$ cat src/shared/drss_pkg.sv
package drss_pkg;

	localparam int SPD_W = 16;
	localparam int SUM_W = 18;

	// Maximum speed bounds, r/min
	localparam logic [15:0] MAX_SPEED_MIN = 16'h00fa;
	localparam logic [15:0] MAX_SPEED_MAX = 16'h2ee0;
	// Zero speed detection level bounds, r/min
	localparam logic [15:0] ZERO_LEVEL_MIN = 16'h0001;
	localparam logic [15:0] ZERO_LEVEL_MAX = 16'h04b0;
	// Limiter levels in 0.1 percent of maximum speed
	localparam logic [10:0] LIMIT_LEVEL_MAX = 11'h44c;
	localparam logic [26:0] LIMIT_SCALE = 27'h00003e8;
	// Analog input: 10 V reads as 2**14 counts
	localparam int ANALOG_FS_SHIFT = 14;
	localparam logic [7:0] AI_FUNC_AUX2 = 8'h02;

	localparam logic [1:0] LIM_MODE_OFF = 2'h0;
	localparam logic [1:0] LIM_MODE_FWDREV = 2'h1;
	localparam logic [1:0] LIM_MODE_UPLOW = 2'h2;
	localparam logic CMD_SRC_KEYPAD = 1'b0;

	// Timed intervals, counted in 10 ms ticks
	localparam int TIME_W = 11;
	localparam logic [10:0] CONT_TIME_MAX = 11'h1f4;
	localparam logic [10:0] DCB_TIME_MAX = 11'h3e8;
	localparam logic [10:0] PREEX_TIME_MAX = 11'h3e8;
	localparam logic [6:0] DCB_LEVEL_MIN = 7'h0a;
	localparam logic [6:0] DCB_LEVEL_MAX = 7'h64;

	localparam int TICK_PERIOD_NS = 10000000;
	localparam int CLK_PERIOD_NS = 5;
	localparam int TICK_CYCLES_DEF = TICK_PERIOD_NS / CLK_PERIOD_NS;

	typedef enum logic [2:0] {
		ST_IDLE,
		ST_PREEX_MAN,
		ST_PREEX_AUTO,
		ST_RUN,
		ST_DECEL,
		ST_CONTINUE,
		ST_DCBRAKE
	} drss_state_e;

endpackage

$ cat src/rtl/drss_sequencer.sv
// Behaviour
// - Up/down mode uses creep parameters as creep speeds
// - Creep speed above maximum becomes maximum
// - Select digits pick parameter or analog creep source
// - Changeover input picks creep 1 or 2
// - Maximum speed held within 250..12000, bounds speeds
// - Signed bias added to ramp output speed
// - Bias plus aux 2 above zero speed level keeps running
// - Aux speed 2 active on function 02, scaled
// - Speed clamped by limiter mode and levels
// - Upper/lower mode bounds speed by levels 1 and 2, pins it at level 2 when level 2 >= level 1
// - Individual limits: level 1 bounds the forward direction, level 2 the reverse one (zero prevents it)
// - Command source zero selects keypad, else terminals
// - Keypad force input overrides command source
// - Keypad forward, reverse and stop keys
// - Both terminal commands on count as off
// - Run state drops at zero speed level
// - Zero level above maximum uses maximum
// - Continue timer runs at zero speed setting
// - Run command during continue timer resumes running
// - DC brake for set time, then coast
// - Direction from command, speed sign, switch
// - Pre-excite input excites until run command
// - Run command starts timed automatic pre-excitation
// - Coast input ends operation immediately
// - Coast works even while command hold latches
module drss_sequencer
	import drss_pkg::*;
#(
	parameter int TICK_CYCLES = TICK_CYCLES_DEF
) (
	input wire logic CORE_CLK_IN,
	input wire logic RESET_IN,
	input wire logic [15:0] MAX_SPEED_IN,
	input wire logic UPDOWN_MODE_IN,
	input wire logic signed [15:0] CREEP1_PARAM_IN,
	input wire logic signed [15:0] CREEP2_PARAM_IN,
	input wire logic [1:0] CREEP_SRC_SEL_IN,
	input wire logic signed [15:0] CREEP1_ANALOG_SOURCE_IN,
	input wire logic signed [15:0] CREEP2_ANALOG_SOURCE_IN,
	input wire logic CREEP_SELECT_INPUT_IN,
	input wire logic signed [15:0] ACC_DEC_SPEED_IN,
	input wire logic signed [15:0] SPEED_BIAS_IN,
	input wire logic [7:0] AI_FUNC_IN,
	input wire logic signed [15:0] AUX_SPEED_SETTING_2_IN,
	input wire logic [1:0] LIMIT_MODE_IN,
	input wire logic [10:0] LIMIT_LEVEL1_IN,
	input wire logic [10:0] LIMIT_LEVEL2_IN,
	input wire logic SPEED_LIMIT_INPUT_IN,
	input wire logic CMD_SOURCE_IN,
	input wire logic KEYPAD_FORCE_INPUT_IN,
	input wire logic KEY_FWD_IN,
	input wire logic KEY_REV_IN,
	input wire logic KEY_STOP_IN,
	input wire logic RUN_FORWARD_CMD_IN,
	input wire logic RUN_REVERSE_CMD_IN,
	input wire logic RUN_HOLD_INPUT_IN,
	input wire logic [15:0] ZERO_LEVEL_IN,
	input wire logic signed [15:0] MOTOR_SPEED_IN,
	input wire logic [10:0] CONTINUE_TIME_IN,
	input wire logic [10:0] DCB_TIME_IN,
	input wire logic [6:0] DCB_LEVEL_IN,
	input wire logic DIR_SWITCH_IN,
	input wire logic PREEXCITE_INPUT_IN,
	input wire logic [10:0] PREEXCITE_TIME_IN,
	input wire logic COAST_STOP_INPUT_IN,
	output logic signed [15:0] CREEP_SPEED_OUT,
	output logic signed [15:0] SPEED_CMD_OUT,
	output logic DIR_REVERSE_OUT,
	output logic RUN_ACTIVE_OUT,
	output logic DRIVE_ENABLE_OUT,
	output logic PREEXCITE_OUT,
	output logic DCB_ACTIVE_OUT,
	output logic [6:0] DCB_LEVEL_OUT
);

	localparam int PRESC_W = $clog2(TICK_CYCLES + 1);
	localparam logic [PRESC_W-1:0] PRESC_LAST = PRESC_W'(TICK_CYCLES - 1);

	function automatic logic signed [17:0] clamp_sym(input logic signed [17:0] v,
			input logic signed [17:0] m);
		if (v > m) begin
			return m;
		end
		if (v < -m) begin
			return -m;
		end
		return v;
	endfunction

	function automatic logic signed [17:0] scale_ai(input logic signed [15:0] ai,
			input logic [15:0] mx);
		logic signed [33:0] p;
		p = 34'(ai) * 34'(signed'({2'b00, mx}));
		return 18'(p >>> ANALOG_FS_SHIFT);
	endfunction

	function automatic logic signed [17:0] level_speed(input logic [10:0] lvl,
			input logic [15:0] mx);
		logic [10:0] l;
		logic [26:0] p;
		l = (lvl > LIMIT_LEVEL_MAX) ? LIMIT_LEVEL_MAX : lvl;
		p = 27'(mx) * 27'(l);
		return signed'(18'(p / LIMIT_SCALE));
	endfunction

	// Parameter conditioning
	logic [15:0] max_eff;
	logic [15:0] zero_eff;
	logic signed [17:0] max_s;
	logic signed [17:0] zero_s;
	logic [10:0] cont_t;
	logic [10:0] dcb_t;
	logic [10:0] preex_t;
	logic [6:0] dcb_lvl;

	always_comb begin
		if (MAX_SPEED_IN < MAX_SPEED_MIN) begin
			max_eff = MAX_SPEED_MIN;
		end else if (MAX_SPEED_IN > MAX_SPEED_MAX) begin
			max_eff = MAX_SPEED_MAX;
		end else begin
			max_eff = MAX_SPEED_IN;
		end
		if (ZERO_LEVEL_IN < ZERO_LEVEL_MIN) begin
			zero_eff = ZERO_LEVEL_MIN;
		end else if (ZERO_LEVEL_IN > ZERO_LEVEL_MAX) begin
			zero_eff = ZERO_LEVEL_MAX;
		end else begin
			zero_eff = ZERO_LEVEL_IN;
		end
		if (zero_eff > max_eff) begin
			zero_eff = max_eff;
		end
		cont_t = (CONTINUE_TIME_IN > CONT_TIME_MAX) ? CONT_TIME_MAX : CONTINUE_TIME_IN;
		dcb_t = (DCB_TIME_IN > DCB_TIME_MAX) ? DCB_TIME_MAX : DCB_TIME_IN;
		preex_t = (PREEXCITE_TIME_IN > PREEX_TIME_MAX) ? PREEX_TIME_MAX : PREEXCITE_TIME_IN;
		if (DCB_LEVEL_IN < DCB_LEVEL_MIN) begin
			dcb_lvl = DCB_LEVEL_MIN;
		end else if (DCB_LEVEL_IN > DCB_LEVEL_MAX) begin
			dcb_lvl = DCB_LEVEL_MAX;
		end else begin
			dcb_lvl = DCB_LEVEL_IN;
		end
	end

	assign max_s = signed'({2'b00, max_eff});
	assign zero_s = signed'({2'b00, zero_eff});

	// Creep speed selection
	logic signed [17:0] creep1;
	logic signed [17:0] creep2;
	logic signed [15:0] creep_nxt;
	logic signed [15:0] creep_r;

	always_comb begin
		creep1 = CREEP_SRC_SEL_IN[1] ? scale_ai(CREEP1_ANALOG_SOURCE_IN, max_eff) :
			18'(CREEP1_PARAM_IN);
		creep2 = CREEP_SRC_SEL_IN[0] ? scale_ai(CREEP2_ANALOG_SOURCE_IN, max_eff) :
			18'(CREEP2_PARAM_IN);
		creep_nxt = '0;
		if (UPDOWN_MODE_IN) begin
			creep_nxt = 16'(clamp_sym(CREEP_SELECT_INPUT_IN ? creep2 : creep1,
				max_s));
		end
	end

	// Speed setting path
	logic signed [17:0] aux2;
	logic signed [17:0] sustain_sum;
	logic sustain;
	logic signed [17:0] base_spd;
	logic signed [17:0] lv1;
	logic signed [17:0] lv2;
	logic signed [17:0] up_lim;
	logic signed [17:0] lo_lim;
	logic signed [17:0] limited;
	logic dir_cmd_rev_r;

	always_comb begin
		aux2 = (AI_FUNC_IN == AI_FUNC_AUX2) ?
			clamp_sym(scale_ai(AUX_SPEED_SETTING_2_IN, max_eff), max_s) : '0;
		sustain_sum = 18'(SPEED_BIAS_IN) + aux2;
		sustain = sustain_sum > zero_s;
		base_spd = clamp_sym(18'(ACC_DEC_SPEED_IN) + sustain_sum, max_s);
		lv1 = level_speed(LIMIT_LEVEL1_IN, max_eff);
		lv2 = level_speed(LIMIT_LEVEL2_IN, max_eff);
		up_lim = max_s;
		lo_lim = -max_s;
		if (SPEED_LIMIT_INPUT_IN) begin
			if (LIMIT_MODE_IN == LIM_MODE_FWDREV) begin
				up_lim = dir_cmd_rev_r ? lv2 : lv1;
				lo_lim = dir_cmd_rev_r ? -lv1 : -lv2;
			end else if (LIMIT_MODE_IN == LIM_MODE_UPLOW) begin
				up_lim = lv1;
				lo_lim = lv2;
			end
		end
		// Lower limit applied last so it wins when the levels cross
		limited = (base_spd > up_lim) ? up_lim : base_spd;
		limited = (limited < lo_lim) ? lo_lim : limited;
	end

	// Run command resolution
	logic keypad_mode;
	logic key_fwd_r;
	logic key_rev_r;
	logic key_fwd_nxt;
	logic key_rev_nxt;
	logic live_fwd;
	logic live_rev;
	logic held_fwd_r;
	logic held_rev_r;
	logic held_fwd_nxt;
	logic held_rev_nxt;
	logic cmd_fwd;
	logic cmd_rev;
	logic cmd_any;
	logic run_req;
	logic dir_cmd_rev_nxt;

	assign keypad_mode = (CMD_SOURCE_IN == CMD_SRC_KEYPAD) ||
		KEYPAD_FORCE_INPUT_IN;

	always_comb begin
		key_fwd_nxt = key_fwd_r;
		key_rev_nxt = key_rev_r;
		if (!keypad_mode || KEY_STOP_IN || COAST_STOP_INPUT_IN) begin
			key_fwd_nxt = 1'b0;
			key_rev_nxt = 1'b0;
		end else if (KEY_FWD_IN) begin
			key_fwd_nxt = 1'b1;
			key_rev_nxt = 1'b0;
		end else if (KEY_REV_IN) begin
			key_fwd_nxt = 1'b0;
			key_rev_nxt = 1'b1;
		end
		if (keypad_mode) begin
			live_fwd = key_fwd_r;
			live_rev = key_rev_r;
		end else begin
			live_fwd = RUN_FORWARD_CMD_IN && !RUN_REVERSE_CMD_IN;
			live_rev = RUN_REVERSE_CMD_IN && !RUN_FORWARD_CMD_IN;
		end
		// Hold freezes the command, but coast still clears it
		if (COAST_STOP_INPUT_IN) begin
			held_fwd_nxt = 1'b0;
			held_rev_nxt = 1'b0;
		end else if (RUN_HOLD_INPUT_IN) begin
			held_fwd_nxt = held_fwd_r;
			held_rev_nxt = held_rev_r;
		end else begin
			held_fwd_nxt = live_fwd;
			held_rev_nxt = live_rev;
		end
		cmd_fwd = RUN_HOLD_INPUT_IN ? held_fwd_r : live_fwd;
		cmd_rev = RUN_HOLD_INPUT_IN ? held_rev_r : live_rev;
		cmd_any = cmd_fwd || cmd_rev;
		run_req = cmd_any || sustain;
		dir_cmd_rev_nxt = cmd_fwd ? 1'b0 : (cmd_rev ? 1'b1 : dir_cmd_rev_r);
	end

	always_ff @(posedge CORE_CLK_IN) begin
		if (RESET_IN) begin
			key_fwd_r <= 1'b0;
			key_rev_r <= 1'b0;
			held_fwd_r <= 1'b0;
			held_rev_r <= 1'b0;
			dir_cmd_rev_r <= 1'b0;
		end else begin
			key_fwd_r <= key_fwd_nxt;
			key_rev_r <= key_rev_nxt;
			held_fwd_r <= held_fwd_nxt;
			held_rev_r <= held_rev_nxt;
			dir_cmd_rev_r <= dir_cmd_rev_nxt;
		end
	end

	// Sequencer with shared tick timer
	drss_state_e state_r;
	drss_state_e state_nxt;
	drss_state_e stop_state;
	logic [PRESC_W-1:0] presc_r;
	logic [PRESC_W-1:0] presc_nxt;
	logic [TIME_W-1:0] timer_r;
	logic [TIME_W-1:0] timer_nxt;
	logic [TIME_W-1:0] stop_time;
	logic tick;
	logic timer_done;
	logic at_zero;
	logic load;
	logic [15:0] motor_abs;
	logic signed [15:0] speed_nxt;
	logic signed [15:0] speed_r;
	logic dir_nxt;
	logic dir_r;
	logic [6:0] dcb_lvl_nxt;
	logic [6:0] dcb_lvl_r;

	assign tick = presc_r == PRESC_LAST;
	assign timer_done = timer_r == '0;
	assign motor_abs = MOTOR_SPEED_IN[15] ? 16'(-MOTOR_SPEED_IN) : MOTOR_SPEED_IN;
	assign at_zero = motor_abs <= zero_eff;

	always_comb begin
		if (cont_t != '0) begin
			stop_state = ST_CONTINUE;
			stop_time = cont_t;
		end else if (dcb_t != '0) begin
			stop_state = ST_DCBRAKE;
			stop_time = dcb_t;
		end else begin
			stop_state = ST_IDLE;
			stop_time = '0;
		end
	end

	always_comb begin
		state_nxt = state_r;
		load = 1'b0;
		timer_nxt = (tick && !timer_done) ? timer_r - 1'b1 : timer_r;
		if (COAST_STOP_INPUT_IN) begin
			state_nxt = ST_IDLE;
		end else begin
			unique case (state_r)
				ST_IDLE: begin
					if (cmd_any && preex_t != '0) begin
						state_nxt = ST_PREEX_AUTO;
						timer_nxt = preex_t;
						load = 1'b1;
					end else if (run_req) begin
						state_nxt = ST_RUN;
					end else if (PREEXCITE_INPUT_IN) begin
						state_nxt = ST_PREEX_MAN;
					end
				end
				ST_PREEX_MAN: begin
					if (cmd_any) begin
						state_nxt = ST_RUN;
					end else if (!PREEXCITE_INPUT_IN) begin
						state_nxt = ST_IDLE;
					end
				end
				ST_PREEX_AUTO: begin
					if (!cmd_any) begin
						state_nxt = ST_IDLE;
					end else if (timer_done) begin
						state_nxt = ST_RUN;
					end
				end
				ST_RUN: begin
					if (!run_req) begin
						state_nxt = ST_DECEL;
					end
				end
				ST_DECEL: begin
					if (run_req) begin
						state_nxt = ST_RUN;
					end else if (at_zero) begin
						state_nxt = stop_state;
						timer_nxt = stop_time;
						load = 1'b1;
					end
				end
				ST_CONTINUE: begin
					if (cmd_any) begin
						state_nxt = ST_RUN;
					end else if (timer_done) begin
						state_nxt = (dcb_t != '0) ? ST_DCBRAKE : ST_IDLE;
						timer_nxt = dcb_t;
						load = 1'b1;
					end
				end
				ST_DCBRAKE: begin
					// No stop check here; an unstopped motor coasts
					if (timer_done) begin
						state_nxt = ST_IDLE;
					end
				end
			endcase
		end
		// Restart the prescaler on load so an interval is never short
		presc_nxt = (load || tick) ? '0 : presc_r + 1'b1;
		speed_nxt = '0;
		if (state_r == ST_RUN || state_r == ST_DECEL) begin
			speed_nxt = 16'(limited);
		end
		dir_nxt = dir_cmd_rev_r ^ limited[17] ^ DIR_SWITCH_IN;
		dcb_lvl_nxt = (state_nxt == ST_DCBRAKE) ? dcb_lvl : '0;
	end

	always_ff @(posedge CORE_CLK_IN) begin
		if (RESET_IN) begin
			state_r <= ST_IDLE;
			presc_r <= '0;
			timer_r <= '0;
			creep_r <= '0;
			speed_r <= '0;
			dir_r <= 1'b0;
			dcb_lvl_r <= '0;
		end else begin
			state_r <= state_nxt;
			presc_r <= presc_nxt;
			timer_r <= timer_nxt;
			creep_r <= creep_nxt;
			speed_r <= speed_nxt;
			dir_r <= dir_nxt;
			dcb_lvl_r <= dcb_lvl_nxt;
		end
	end

	assign CREEP_SPEED_OUT = creep_r;
	assign SPEED_CMD_OUT = speed_r;
	assign DIR_REVERSE_OUT = dir_r;
	assign RUN_ACTIVE_OUT = (state_r == ST_RUN) || (state_r == ST_DECEL);
	assign DRIVE_ENABLE_OUT = (state_r != ST_IDLE) && (state_r != ST_DCBRAKE);
	assign PREEXCITE_OUT = (state_r == ST_PREEX_MAN) || (state_r == ST_PREEX_AUTO);
	assign DCB_ACTIVE_OUT = state_r == ST_DCBRAKE;
	assign DCB_LEVEL_OUT = dcb_lvl_r;
endmodule // drss_sequencer

$ cat config.mk
export PLATFORM = sky130hd
export DESIGN_NAME = drss_sequencer
export DESIGN_NICKNAME = d
export VERILOG_FILES = /design/src/shared/drss_pkg.sv /design/src/rtl/drss_sequencer.sv
export SDC_FILE = /design/constraint.sdc
export NUM_CORES = 2
export LEC_CHECK = 0
export ABC_AREA = 1
export BUFFER_PORTS_ARGS = -buffer_cell sky130_fd_sc_hd__buf_2
export CAP_MARGIN = 10
export CORE_ASPECT_RATIO = 1.5
export CORE_UTILIZATION = 65
export CTS_CLUSTER_SIZE = 16
export DETAILED_ROUTE_END_ITERATION = 6
export HOLD_SLACK_MARGIN = 0.08
export PLACE_DENSITY_LB_ADDON = 0.3
export RECOVER_POWER = 25
export SKIP_LAST_GASP = 1
export SLEW_MARGIN = 0
export SYNTH_ARGS = -nofsm -noshare
export SYNTH_HDL_FRONTEND = slang
export SYNTH_SLANG_ARGS = --single-unit
export TNS_END_PERCENT = 10
$ cat constraint.sdc
create_clock -name CORE_CLK_IN -period 23.4 [get_ports CORE_CLK_IN]
set_input_delay 1.17 -clock CORE_CLK_IN [delete_from_list [all_inputs] [get_ports CORE_CLK_IN]]
set_output_delay 1.17 -clock CORE_CLK_IN [all_outputs]
set_load 0.02 [all_outputs]
==> key figures <==
Status
  – Status: finished, violations left
  – Failing checks: DRC

Yosys
  – Synth Cell Area: 58200 sq um
  – Syn_area_per_cell: 7.02 sq um
  – Synth Register Bits: 80
  – Share of Yosys cell area claimed by the top area cell type: 28.6%
  – Ys flop type: dfxtp_1
  – Seq/Total Area, Yosys: 2.75%
  – Largest cells by area after synthesis: fa_1, ha_1, nand2_1, inv_1, nor2_1
  – Simple-gate share of the synthesized area: 27.6%
  – Post-synth ARST share: 0%
  – Mux cell area share after synthesis: 0%
  – Synth Area in XOR/XNOR: 2.90%
  – Post-synth EDFFs: 0
  – Compound-cell area share of the yosys netlist: 9.41%
  – Cell variety after synth: 86
  – Mapped Cells: 8287
  – Synth warn: 0
  – Largest family of logic cells by synthesized area: adder cells
  – Area leader, netlist: fa_1
  – Post-Synth Adder-Cell Area: 43.5%

Place
  – Dpl cells: 9731
  – RD Place Congestion: 1.05
  – Dpl hpwl: 151 mm
  – Port bufs: 293
  – Placed cell area: 61400 sq um

Timing
  – Hold Vio Cnt, Final: 0
  – Max Clock Skew: 0.0128 ns
  – Slew @ Worst Pin: 1.16 ns
  – Slew Limit Fails: 0
  – Final setup fails: 0
  – Slew margin rel.: 22.3%
  – Ratio of final minimum period to clock period: 94.0%
  – Maximum clock rate: 45.5 MHz
  – Final critical-path required period: 21.98 ns

Setup path
  – Critical Path Start Type: input port
  – Req. time, crit path: 23.65 ns
  – Critical path's largest stage delay: 0.59 ns
  – Crit Path Max Fanout: 65
  – CP Data Arrival Time: 22.24 ns
  – Reg2Reg Depth: 28
  – Slowest CP cell: o21ai_0
  – Most common cell on crit path: nand2_4
  – Crit. End Element: register
  – CP Class: in2reg

Clocking
  – CTS tree: yes
  – CTS buffer count: 9
  – Root buf cell: clkbuf_16
  – CTS H-Tree Depth: 3
  – Clk sinks: 80
  – Clk Latency, worst-skew pair: 0.36 ns
  – Maximum clock insertion buffer count: 2
  – CTS clock-pin slew for the worst setup and hold paths: 0.07 ns

Route
  – Drt via density: 5.76
  – Total wire length: 185 mm
  – Drc violations: 1
  – Drt wl/cell: 19.0 microns
  – Antenna viol nets, final: 0
  – Routed vias: 56300
  – Detailed Routing Iterations Pass 1: 7
  – Initial DRC count: 3987

GRT
  – Largest net degree at the start of global routing: 70
  – Initial antenna violation count: 20
  – Number of global-route vias before repair: 57700
  – First-pass GRT wire length: 292 mm
  – Gr usage total: 41.2%
  – Total gr overflow: 0

Cells and area
  – Synthesis-to-layout area growth: 6.48%
  – Multi-input logic area: 49400 sq um
  – Sequential cell area: 1600 sq um
  – Most frequent cells in the layout: nand2_1, inv_1, fa_1
  – Filler instances: 7718
  – Finished Cell Area: 62000 sq um
  – Layout cell share with drive strength beyond 1: 11.6%
  – Fin nets: 10400
  – Commonest non-fill, non-tap cell in the layout: nand2_1
  – Non-Filler Instances: 9771

Min path
  – Hold Path Class: reg2reg
  – Hold Path Stages: 1

Die
  – Die X: 246 microns
  – DIE AREA: 90800 sq um
  – IO Pins: 294
  – Die height: 368 microns
  – Initial Util: 65.5%
  – Row count: 134
  – Core box area: 88900 sq um

Run
  – Max-cap violations: 0
critical path, delay by kind of cell:
family	cells	cell delay [ns]
AOI/OAI and AO/OA	17	3.95
and+or+nand+nor	92	11.15
adders and majority gates	8	3.64
xor gates and xnor gates	1	0.15
buffers and inverters	20	2.05
routing by layer:
| layer | wire length (microns) | GRT usage, % |
|---|---|---|
| met1 | 62000 | 43.1 |
| met2 | 90100 | 72.0 |
| met3 | 16600 | 8.71 |
| met4 | 16500 | 30.5 |
| met5 | 85 | 0 |
per-stage QoR:
stage	TNS [ns]	setup WS, ns	utilization, %	hold slack (ns)
floorplan	0	3.44	-	0.418
global placement	0	0.504	69.1	0.433
detailed placement	0	0.187	69.1	0.445
CTS	0	0.533	69.5	0.459
global route	-0.997	-0.0956	69.7	0.472
finish	0	1.42	69.7	0.460
final cells by class:
class                   count  share of cell area, %
clock buffers               9                  0.363
multi-input cells        6273                   79.7
repair buffers            366                   3.39
clock inverters             7                  0.174
flip-flops and latches     80                   2.58
inverters                1866                   11.4
well taps                1156                   2.33
diodes                     14                 0.0565
cells by family after synthesis:
group           count (synthesis)
fa+ha+maj                    1525
buf+inv                      2095
flops                          80
other cells                     2
simple gates                 3495
compound gates                897
xor+xnor                      193
path summary, 6_finish.rpt:
check                                 to                       start  slack (ns)
min                presc_r[0]$_SDFF_PP0_       presc_r[0]$_SDFF_PP0_        0.46
max          SPEED_CMD_OUT[0]$_SDFF_PP0_             MAX_SPEED_IN[5]        1.42
min reg2reg        presc_r[0]$_SDFF_PP0_       presc_r[0]$_SDFF_PP0_        0.46
max reg2reg  SPEED_CMD_OUT[0]$_SDFF_PP0_  dir_cmd_rev_r$_SDFFE_PP0P_       16.38
repair_timing:
item / 4_1_cts / 5_1_grt
hold buffers: 0 / 0
endpoints found under the setup margin: 0 / 17
endpoints found under the hold margin: 0 / 0
setup buffers: 0 / 9
resized for setup: 0 / 41
registers in the layout, summed over array words and instances, names as in the netlist, 3 cells and up:
name and cells:
presc_r 21, timer_r 11, SPEED_CMD_OUT 16, CREEP_SPEED_OUT 16, state_r 3, DCB_LEVEL_OUT 7
Yosys cell counts, drive strengths merged (7+ instances only):
library cell and instances:
nand2 2007, inv 1828, nor2 871, fa 831
ha 694, nand3 375, a21oi 345, o21ai 281
clkbuf 196, xor2 141, nor3 85, dfxtp 80
nand4 77, xnor2 52, o211ai 48, clkinv 37
buf 31, o221ai 28, a211oi 26, a31oi 25
nor4 25, o31ai 25, nand3b 22, o21bai 21
and2 14, a221oi 13, a21o 12, o21a 11
o2111ai 10, o311ai 10, or2 9, a21boi 7
o22ai 7
Power is not shown: default switching activity piles up to over one toggle a cycle in this logic, so the estimate is an artifact.
